File: src/clkgen_defines.svh
// Overview of operation
// - index 5: read-only revision and vendor codes
// - index 6: read-only device class and number
// - byte 7 low five bits: block-read count, default 8
// - byte 10 bit 6: keep or clear config
// - byte 11 stop code sets disabled output levels
// - per-output two-bit impedance selects in bytes 12, 13
// - per enable-input two-bit bias selects, default pull-down
// - power-good input bias in byte 16, default pull-up
// - bytes 8 and 9 reserved, read as zero
// - enable bit low forces stop-state, ignores pin
// - block read sends count, then bytes from index
`ifndef CLKGEN_DEFINES_SVH
`define CLKGEN_DEFINES_SVH

// byte indices
`define IDX_OUT_EN      8'h00
`define IDX_REV_VENDOR  8'h05
`define IDX_CLASS_NUM   8'h06
`define IDX_BYTE_COUNT  8'h07
`define IDX_PD_RESTORE  8'h0A
`define IDX_STOP        8'h0B
`define IDX_IMP_LO      8'h0C
`define IDX_IMP_HI      8'h0D
`define IDX_BIAS_LO     8'h0E
`define IDX_BIAS_HI     8'h0F
`define IDX_PG_BIAS     8'h10

// field positions (low bit of each field)
`define OUT_EN_LSB      0
`define BYTE_COUNT_LSB  0
`define PD_KEEP_BIT     6
`define PD_RSV_BIT      7
`define STOP_LSB        0
`define SEL0_LSB        2
`define SEL1_LSB        6
`define SEL2_LSB        2
`define SEL3_LSB        4
`define PG_BIAS_LSB     0

// reset values
`define RST_OUT_EN      4'hF
`define RST_BYTE_COUNT  5'h08
`define RST_KEEP        1'h1
`define RST_PD_RSV      1'h0
`define RST_STOP        2'h0
`define RST_IMP         2'h2
`define RST_OE_BIAS     2'h1
`define RST_PG_BIAS     2'h2

// stop-state codes: true/complement
`define STOP_LOW_LOW    2'h0
`define STOP_HIZ        2'h1
`define STOP_HIGH_LOW   2'h2
`define STOP_LOW_HIGH   2'h3

// identity values are arbitrary
`define REV_CODE        4'h3
`define VENDOR_CODE     4'h9
`define CLASS_CODE      2'h1
`define DEVICE_NUMBER   6'h2A

`define BITS_PER_BYTE   4'h8
`define ZERO_BYTE       8'h00

`endif

File: src/clkgen_pkg.sv
`default_nettype none
package clkgen_pkg;

  typedef struct packed {
    logic [3:0]      out_en;
    logic [4:0]      byte_count;
    logic            pd_rsv;
    logic            keep_config_in_sleep;
    logic [1:0]      stop_code;
    logic [3:0][1:0] impedance;
    logic [3:0][1:0] enable_bias;
    logic [1:0]      power_good_bias;
  } cfg_t;

  typedef struct packed {
    logic [3:0][1:0] impedance;
    logic [3:0][1:0] enable_bias;
    logic [1:0]      power_good_bias;
  } pad_cfg_t;

  typedef enum logic [4:0] {
    ST_IDLE = 5'h01,
    ST_RX   = 5'h02,
    ST_ACK  = 5'h04,
    ST_TX   = 5'h08,
    ST_HACK = 5'h10
  } bus_state_t;

  typedef enum logic [1:0] {
    PH_ADDR  = 2'h0,
    PH_INDEX = 2'h1,
    PH_COUNT = 2'h2,
    PH_DATA  = 2'h3
  } bus_phase_t;

endpackage : clkgen_pkg
`default_nettype wire

File: src/diff_out_ctrl.sv
`timescale 1ns/10ps
`default_nettype none
`include "clkgen_defines.svh"
module diff_out_ctrl (
  input  wire logic       i_clk_sys,
  input  wire logic       i_resetn,
  input  wire logic       i_ref_clk,
  input  wire logic       i_sw_enable,
  input  wire logic       i_oe_pin_n,
  input  wire logic       i_running,
  input  wire logic [1:0] i_stop_code,
  output var  logic       o_true,
  output var  logic       o_comp,
  output var  logic       o_drive
);
  logic true_d, comp_d, drive_d;
  logic true_q, comp_q, drive_q;

  always_comb begin
    true_d  = 1'b0;
    comp_d  = 1'b0;
    drive_d = 1'b1;
    // software disable overrides the pin entirely
    if (i_running && i_sw_enable && !i_oe_pin_n) begin
      true_d = i_ref_clk;
      comp_d = ~i_ref_clk;
    end else begin
      unique case (i_stop_code)
        `STOP_LOW_LOW:  drive_d = 1'b1;
        `STOP_HIZ:      drive_d = 1'b0;
        `STOP_HIGH_LOW: true_d  = 1'b1;
        `STOP_LOW_HIGH: comp_d  = 1'b1;
      endcase
    end
  end

  always_ff @(posedge i_clk_sys or negedge i_resetn) begin
    if (!i_resetn) begin
      true_q  <= 1'b0;
      comp_q  <= 1'b0;
      drive_q <= 1'b1;
    end else begin
      true_q  <= true_d;
      comp_q  <= comp_d;
      drive_q <= drive_d;
    end
  end

  assign o_true  = true_q;
  assign o_comp  = comp_q;
  assign o_drive = drive_q;
endmodule : diff_out_ctrl
`default_nettype wire

File: src/clock_gen_config_registers.sv
`timescale 1ns/10ps
`default_nettype none
`include "clkgen_defines.svh"
module clock_gen_config_registers
  import clkgen_pkg::*;
(
  input  wire logic       i_clk_sys,
  input  wire logic       i_resetn,
  input  wire logic [6:0] i_dev_addr,
  input  wire logic       i_scl,
  input  wire logic       i_sda,
  output var  logic       o_sda_out,
  output var  logic       o_sda_oe,
  input  wire logic       i_ref_clk,
  input  wire logic [3:0] i_oe_pin_n,
  input  wire logic       i_power_good_powerdown_input,
  output var  logic [3:0] o_diff_true,
  output var  logic [3:0] o_diff_comp,
  output var  logic [3:0] o_diff_drive,
  output var  pad_cfg_t   o_pad_cfg
);

  // ---------------- bus pin sampling ----------------
  logic scl_q, sda_q;
  logic start_ev, stop_ev, scl_rise, scl_fall;

  assign start_ev = i_scl && scl_q && sda_q && !i_sda;
  assign stop_ev  = i_scl && scl_q && !sda_q && i_sda;
  assign scl_rise = i_scl && !scl_q;
  assign scl_fall = !i_scl && scl_q;

  // ---------------- bus engine state ----------------
  bus_state_t state_q, state_d;
  bus_phase_t phase_q, phase_d;
  logic [3:0] bitcnt_q, bitcnt_d;
  logic [7:0] shift_q, shift_d;
  logic [7:0] index_q, index_d;
  logic       read_q, read_d;
  logic       hack_q, hack_d;
  logic       sda_oe_q, sda_oe_d;
  logic [6:0] addr_q, addr_d;
  logic       addr_armed_q, addr_armed_d;

  logic       wr_en;
  logic [7:0] wr_index;
  logic [7:0] wr_data;

  cfg_t cfg_q, cfg_d;

  function automatic cfg_t cfg_default();
    cfg_t c;
    c.out_en               = `RST_OUT_EN;
    c.byte_count           = `RST_BYTE_COUNT;
    c.pd_rsv               = `RST_PD_RSV;
    c.keep_config_in_sleep = `RST_KEEP;
    c.stop_code            = `RST_STOP;
    c.impedance            = {4{`RST_IMP}};
    c.enable_bias          = {4{`RST_OE_BIAS}};
    c.power_good_bias      = `RST_PG_BIAS;
    return c;
  endfunction : cfg_default

  // unmapped and reserved bytes read as zero
  function automatic logic [7:0] read_byte(input cfg_t c, input logic [7:0] idx);
    logic [7:0] b;
    b = `ZERO_BYTE;
    unique case (idx)
      `IDX_OUT_EN:     b[`OUT_EN_LSB +: 4] = c.out_en;
      `IDX_REV_VENDOR: b = {`REV_CODE, `VENDOR_CODE};
      `IDX_CLASS_NUM:  b = {`CLASS_CODE, `DEVICE_NUMBER};
      `IDX_BYTE_COUNT: b[`BYTE_COUNT_LSB +: 5] = c.byte_count;
      `IDX_PD_RESTORE: begin
        b[`PD_KEEP_BIT] = c.keep_config_in_sleep;
        b[`PD_RSV_BIT]  = c.pd_rsv;
      end
      `IDX_STOP:       b[`STOP_LSB +: 2] = c.stop_code;
      `IDX_IMP_LO: begin
        b[`SEL0_LSB +: 2] = c.impedance[0];
        b[`SEL1_LSB +: 2] = c.impedance[1];
      end
      `IDX_IMP_HI: begin
        b[`SEL2_LSB +: 2] = c.impedance[2];
        b[`SEL3_LSB +: 2] = c.impedance[3];
      end
      `IDX_BIAS_LO: begin
        b[`SEL0_LSB +: 2] = c.enable_bias[0];
        b[`SEL1_LSB +: 2] = c.enable_bias[1];
      end
      `IDX_BIAS_HI: begin
        b[`SEL2_LSB +: 2] = c.enable_bias[2];
        b[`SEL3_LSB +: 2] = c.enable_bias[3];
      end
      `IDX_PG_BIAS:    b[`PG_BIAS_LSB +: 2] = c.power_good_bias;
      default:         b = `ZERO_BYTE;
    endcase
    return b;
  endfunction : read_byte

  always_comb begin
    state_d      = state_q;
    phase_d      = phase_q;
    bitcnt_d     = bitcnt_q;
    shift_d      = shift_q;
    index_d      = index_q;
    read_d       = read_q;
    hack_d       = hack_q;
    sda_oe_d     = sda_oe_q;
    addr_d       = addr_q;
    addr_armed_d = 1'b1;
    wr_en        = 1'b0;
    wr_index     = index_q;
    wr_data      = shift_q;
    // address strap is caught once, on the first edge after reset
    if (!addr_armed_q) begin
      addr_d = i_dev_addr;
    end
    if (start_ev) begin
      state_d  = ST_RX;
      phase_d  = PH_ADDR;
      bitcnt_d = 4'h0;
      read_d   = 1'b0;
      sda_oe_d = 1'b0;
    end else if (stop_ev) begin
      state_d  = ST_IDLE;
      sda_oe_d = 1'b0;
    end else begin
      unique case (state_q)
        ST_IDLE: ;
        ST_RX: begin
          if (scl_rise && bitcnt_q != `BITS_PER_BYTE) begin
            shift_d  = {shift_q[6:0], i_sda};
            bitcnt_d = bitcnt_q + 4'h1;
          end else if (scl_fall && bitcnt_q == `BITS_PER_BYTE) begin
            state_d  = ST_ACK;
            sda_oe_d = 1'b1;
            unique case (phase_q)
              PH_ADDR: begin
                if (shift_q[7:1] != addr_q) begin
                  state_d  = ST_IDLE;
                  sda_oe_d = 1'b0;
                end
                read_d = shift_q[0];
              end
              PH_INDEX: index_d = shift_q;
              PH_COUNT: ;
              PH_DATA: begin
                // every data byte is acknowledged, even if nothing is stored
                wr_en   = 1'b1;
                index_d = index_q + 8'h01;
              end
            endcase
          end
        end
        ST_ACK: begin
          if (scl_fall) begin
            bitcnt_d = 4'h0;
            if (read_q) begin
              // the count byte leads every read
              state_d  = ST_TX;
              shift_d  = {3'h0, cfg_q.byte_count};
              // count msb is always zero, so the pin stays pulled low from the ack on
              sda_oe_d = 1'b1;
            end else begin
              state_d  = ST_RX;
              sda_oe_d = 1'b0;
              if (phase_q != PH_DATA) begin
                phase_d = bus_phase_t'(phase_q + 2'h1);
              end
            end
          end
        end
        ST_TX: begin
          if (scl_rise) begin
            bitcnt_d = bitcnt_q + 4'h1;
          end else if (scl_fall) begin
            if (bitcnt_q == `BITS_PER_BYTE) begin
              state_d  = ST_HACK;
              sda_oe_d = 1'b0;
            end else begin
              shift_d  = {shift_q[6:0], 1'b0};
              sda_oe_d = ~shift_q[6];
            end
          end
        end
        ST_HACK: begin
          if (scl_rise) begin
            hack_d = ~i_sda;
          end else if (scl_fall) begin
            if (hack_q) begin
              state_d  = ST_TX;
              bitcnt_d = 4'h0;
              shift_d  = read_byte(cfg_q, index_q);
              sda_oe_d = ~shift_d[7];
              index_d  = index_q + 8'h01;
            end else begin
              state_d = ST_IDLE;
            end
          end
        end
        default: state_d = ST_IDLE;
      endcase
    end
  end

  always_ff @(posedge i_clk_sys or negedge i_resetn) begin
    if (!i_resetn) begin
      scl_q        <= 1'b1;
      sda_q        <= 1'b1;
      state_q      <= ST_IDLE;
      phase_q      <= PH_ADDR;
      bitcnt_q     <= 4'h0;
      shift_q      <= 8'h00;
      index_q      <= 8'h00;
      read_q       <= 1'b0;
      hack_q       <= 1'b0;
      sda_oe_q     <= 1'b0;
      addr_q       <= 7'h00;
      addr_armed_q <= 1'b0;
    end else begin
      scl_q        <= i_scl;
      sda_q        <= i_sda;
      state_q      <= state_d;
      phase_q      <= phase_d;
      bitcnt_q     <= bitcnt_d;
      shift_q      <= shift_d;
      index_q      <= index_d;
      read_q       <= read_d;
      hack_q       <= hack_d;
      sda_oe_q     <= sda_oe_d;
      addr_q       <= addr_d;
      addr_armed_q <= addr_armed_d;
    end
  end

  // ---------------- configuration bytes ----------------
  always_comb begin
    cfg_d = cfg_q;
    if (wr_en) begin
      // identity bytes, reserved bytes and reserved bits other than byte 10 bit 7 have no storage
      unique case (wr_index)
        `IDX_OUT_EN:     cfg_d.out_en = wr_data[`OUT_EN_LSB +: 4];
        `IDX_BYTE_COUNT: cfg_d.byte_count = wr_data[`BYTE_COUNT_LSB +: 5];
        `IDX_PD_RESTORE: begin
          cfg_d.keep_config_in_sleep = wr_data[`PD_KEEP_BIT];
          cfg_d.pd_rsv               = wr_data[`PD_RSV_BIT];
        end
        `IDX_STOP:       cfg_d.stop_code = wr_data[`STOP_LSB +: 2];
        `IDX_IMP_LO: begin
          cfg_d.impedance[0] = wr_data[`SEL0_LSB +: 2];
          cfg_d.impedance[1] = wr_data[`SEL1_LSB +: 2];
        end
        `IDX_IMP_HI: begin
          cfg_d.impedance[2] = wr_data[`SEL2_LSB +: 2];
          cfg_d.impedance[3] = wr_data[`SEL3_LSB +: 2];
        end
        `IDX_BIAS_LO: begin
          cfg_d.enable_bias[0] = wr_data[`SEL0_LSB +: 2];
          cfg_d.enable_bias[1] = wr_data[`SEL1_LSB +: 2];
        end
        `IDX_BIAS_HI: begin
          cfg_d.enable_bias[2] = wr_data[`SEL2_LSB +: 2];
          cfg_d.enable_bias[3] = wr_data[`SEL3_LSB +: 2];
        end
        `IDX_PG_BIAS:    cfg_d.power_good_bias = wr_data[`PG_BIAS_LSB +: 2];
        default:         cfg_d = cfg_q;
      endcase
    end
    // power down wipes the programmed values unless told to keep them
    if (!i_power_good_powerdown_input && !cfg_q.keep_config_in_sleep) begin
      cfg_d = cfg_default();
    end
  end

  always_ff @(posedge i_clk_sys or negedge i_resetn) begin
    if (!i_resetn) begin
      cfg_q <= cfg_default();
    end else begin
      cfg_q <= cfg_d;
    end
  end

  // ---------------- differential outputs ----------------
  for (genvar g = 0; g < 4; g++) begin : g_out
    diff_out_ctrl u_out (
      .i_clk_sys   (i_clk_sys),
      .i_resetn    (i_resetn),
      .i_ref_clk   (i_ref_clk),
      .i_sw_enable (cfg_q.out_en[g]),
      .i_oe_pin_n  (i_oe_pin_n[g]),
      .i_running   (i_power_good_powerdown_input),
      .i_stop_code (cfg_q.stop_code),
      .o_true      (o_diff_true[g]),
      .o_comp      (o_diff_comp[g]),
      .o_drive     (o_diff_drive[g])
    );
  end

  // open-drain data pin only ever pulls low
  assign o_sda_out                 = 1'b0;
  assign o_sda_oe                  = sda_oe_q;
  assign o_pad_cfg.impedance       = cfg_q.impedance;
  assign o_pad_cfg.enable_bias     = cfg_q.enable_bias;
  assign o_pad_cfg.power_good_bias = cfg_q.power_good_bias;

endmodule : clock_gen_config_registers
`default_nettype wire

File: config.mk
export PLATFORM = sky130hd
export DESIGN_NAME = clock_gen_config_registers
export DESIGN_NICKNAME = d
export VERILOG_FILES = /design/src/clkgen_pkg.sv /design/src/diff_out_ctrl.sv /design/src/clock_gen_config_registers.sv
export VERILOG_INCLUDE_DIRS = /design/src
export SDC_FILE = /design/constraint.sdc
export NUM_CORES = 1
export LEC_CHECK = 0
export BUFFER_PORTS_ARGS = -buffer_cell sky130_fd_sc_hd__clkbuf_2
export CELL_PAD_IN_SITES_DETAIL_PLACEMENT = 1
export CELL_PAD_IN_SITES_GLOBAL_PLACEMENT = 1
export CORE_MARGIN = 3
export CORE_UTILIZATION = 35
export DETAILED_ROUTE_END_ITERATION = 12
export PLACE_DENSITY = 0.67
export SLEW_MARGIN = 40
export SYNTH_ARGS = -nofsm -noshare
export SYNTH_HDL_FRONTEND = slang
export SYNTH_SLANG_ARGS = --single-unit
File: constraint.sdc
create_clock -name i_clk_sys -period 3.7 [get_ports i_clk_sys]
set_clock_uncertainty 0.15 [all_clocks]
set_input_delay 0.555 -clock i_clk_sys [delete_from_list [all_inputs] [get_ports i_clk_sys]]
set_output_delay 0.555 -clock i_clk_sys [all_outputs]
set_load 0.1 [all_outputs]
==> flow_metrics.tcl <==
set metrics [dict create \
    start_kind "flip-flop" \
    cts_resized 0 \
    final.min_clock_period_ns 3.017 \
    fp.dieArea_sq_mm 0.01585 \
    finalWirelength_mm 14.67 \
    irDropWorstVdd_v 0.0003435 \
    vias 4120 \
    synth_top_flop_cell "dfrtp_1" \
    clockRootBuffer "clkbuf_16" \
    cts_hold_buf 0 \
    worst_pin_slew_ns 0.7863 \
    antenna_found_initial 0 \
    num_antenna_cells 0 \
    grt_pass1_vias 4338 \
    synth_simple_gate_area_share_pct 19.92 \
    layout.nets 564 \
    grt_overflow 0 \
    ys_seq_elements 83 \
    nFillCells 1645 \
    io_buffers 47 \
    die_height_um 125.9 \
    synth-edff-count 0 \
    postCtsSetupBuffers 0 \
    setup-violations-final 0 \
    path_cells "or3_1 > nor4_4 > nand4_1 > o21ai_0 > a21oi_1" \
    rsz0062_at_grt "no" \
    synthMuxAreaShare_pct 8.356 \
    synth_cell_types 69 \
    vias_per_cell 5.698 \
    rows 43 \
    crit_fanout 15 \
    grt_max_degree 81 \
    final_common_cell "dfrtp_1" \
    cp-end-kind "flip-flop" \
    synth_top_family_by_area "simple AND/OR/NAND/NOR gates" \
    drc 0 \
    pin_count 49 \
    startpoint "state_q[3]" \
    yosysWarnings 0 \
    setup_ws_ns 0.6826 \
    slew-limit-headroom_pct 47.39 \
    powerDensity_mw_per_mm2 697.5 \
    cts.clk_slew.worst_paths_ns 0.07 \
    coreArea_sq_mm 0.01399 \
    synth_nets 564 \
    cts_sinks 83 \
    die_w_um 125.9 \
    synth_cells 538 \
    hold_path.class "in -> async" \
    worst-setup-path-type "reg -> reg" \
    crit_arrival_ns 3.09 \
    synth_area_per_cell_sq_um 9.351 \
    clk_path_buf_depth 2 \
    synth_area_leaders "dfrtp_1 (30%), dfstp_2 (11%), buf_4 (4.9%)" \
    p_leak_nw 2.462 \
    cp_slowest_cell "nor4_4" \
    r2r-start "state_q[3]" \
    synth_compound_area_share_pct 16.79 \
    outcome "complete, no violations" \
    grt_pass1_wl_mm 24.11 \
    dp_slack_ns 0.7510 \
    final_cell_mix "dfrtp_1 (61), clkbuf_2 (46), nand2_1 (43)" \
    total_power_mw 3.837 \
    postRouteAntennaNets 0 \
    wl_per_cell_um 20.29 \
    h-tree-depth 3 \
    start_util_pct 35.97 \
    synth_top_area_share_pct 30.34 \
    cts_buffers 9 \
    synth_xor_xnor_area_share_pct 1.741 \
    max_freq_mhz 331.4 \
    hold_viol_final 0 \
    dp_hpwl_mm 10.33 \
    netlist_area_sq_mm 0.005031 \
    synth-seq-area-share_pct 41.83 \
    required_ns 3.78 \
    clock_latency_ns 0.35 \
    totalNegativeSetupSlack_ns 0 \
    max_cap_viol_count 0 \
    drive_above_1_share_pct 22.47 \
    place.gp.congestion 0.8449 \
    synth-adder-area-share_pct 2.238 \
    drt_iter0_markers 251 \
    dr.pass1.iters 4 \
    max_stage_delay_ns 0.67 \
    fin_crit_sh_pct 81.55 \
    async_flop_share_pct 100.0 \
    grt_usage_pct 19.04 \
    cts_tree "built" \
    slew_violations 0 \
    syn_to_final_growth_pct 9.351 \
    synth_top_area_cell "dfrtp_1" \
]
-- cell type report --
class,instances,area [sq um],area share (%)
flip-flops and latches,83,2105,38.25
multi-input cells,369,2489,45.24
well taps,180,225.2,4.094
inverters,19,71.32,1.296
repair buffers,56,306.5,5.572
clock buffers,12,256.5,4.662
clock inverters,4,48.80,0.8870
-- cell families (layout without fill, tap and decap cells) --
group	count (synthesis)	after routing
buf+inv	86	91
other cells	2	2
simple gates	183	183
flops	83	83
xor+xnor	10	10
mux	40	40
compound gates	125	125
fa+ha+maj	9	9
-- path summary, 6_finish.rpt --
kind / to / slack, ns / cells past startpoint
min in group i_clk_sys: scl_q / 0.25 / 1
max: o_pad_cfg[5] / 0.68 / 5
min: addr_armed_q / 0.08 / 1
max in group asynchronous: cfg_q[20] / 2.66 / 2
min reg2reg: cfg_q[25] / 0.37 / 2
max reg2reg: o_pad_cfg[5] / 0.68 / 5
-- power breakdown --
part           total [mW]  internal, mW  leakage, nW  switching (mW)
Sequential           1.44          1.07         1.03           0.368
Combinational        1.45         0.554         1.27           0.899
Clock               0.943         0.561        0.153           0.383
Total                3.84          2.19         2.46            1.65
-- layer usage --
| metal | wire, um | vias to the layer above | global-route usage, % |
|---|---|---|---|
| li1 | - | 1915 | - |
| met1 | 6571 | 2077 | 25.13 |
| met2 | 7102 | 109 | 31.55 |
| met3 | 813 | 19 | 4.835 |
| met4 | 182 | 0 | 4.416 |
| met5 | 0 | - | 0 |
-- registers in the layout (all words and copies together) (netlist names) --
| signal | flops |
|---|---|
| state_q | 5 |
| shift_q | 8 |
| scl_q | 1 |
| g_out.u_out.o_comp | 4 |
| addr_q | 7 |
| g_out.u_out.o_true | 4 |
| phase_q | 2 |
| sda_q | 1 |
| read_q | 1 |
| hack_q | 1 |
| cfg_q | 13 |
| bitcnt_q | 4 |
| addr_armed_q | 1 |
| g_out.u_out.o_drive | 4 |
| o_sda_oe | 1 |
| index_q | 8 |
| o_pad_cfg | 18 |
-- cell usage after synthesis (3+ instances only) --
| master | number |
|---|---|
| inv_1 | 19 |
| nand2_1 | 43 |
| o211ai_1 | 8 |
| nor2_1 | 22 |
| xor2_1 | 5 |
| and4b_1 | 3 |
| nand3_1 | 35 |
| or3_1 | 5 |
| o22ai_1 | 3 |
| o21ai_0 | 30 |
| clkbuf_1 | 29 |
| dfstp_2 | 22 |
| nand3b_1 | 6 |
| and2_1 | 3 |
| nor3_1 | 13 |
| a22o_1 | 4 |
| a211oi_1 | 4 |
| nand4b_1 | 3 |
| a31oi_1 | 3 |
| nor2b_1 | 12 |
| and4_1 | 3 |
| xnor2_1 | 5 |
| a221oi_1 | 3 |
| buf_4 | 33 |
| ha_1 | 9 |
| dfrtp_1 | 61 |
| mux2i_1 | 24 |
| a222oi_1 | 3 |
| o211a_1 | 4 |
| nand4_1 | 11 |
| nand2b_1 | 7 |
| nor3b_1 | 3 |
| a21oi_1 | 34 |
| o31ai_1 | 6 |
| mux2_2 | 16 |
| and3_1 | 4 |
-- critical path, delay by kind of cell (launching register included) --
family	cells	cell delay [ns]
flip-flops	1	0.54
AND/OR/NAND/NOR	3	1.71
AO/OA/AOI/OAI	2	0.47
-- metrics by stage --
stage,utilization [%],hold WS [ns],instances,instance area [sq um]
floorplan,-,0.1094,538,5031
global placement,36.93,0.3498,705,5166
detailed placement,37.13,0.3669,707,5194
CTS,39.31,0.1428,723,5499
global route,39.33,0.1473,723,5502
finish,39.33,0.07897,723,5502
Note: power is estimated with default switching activity, not from simulation.
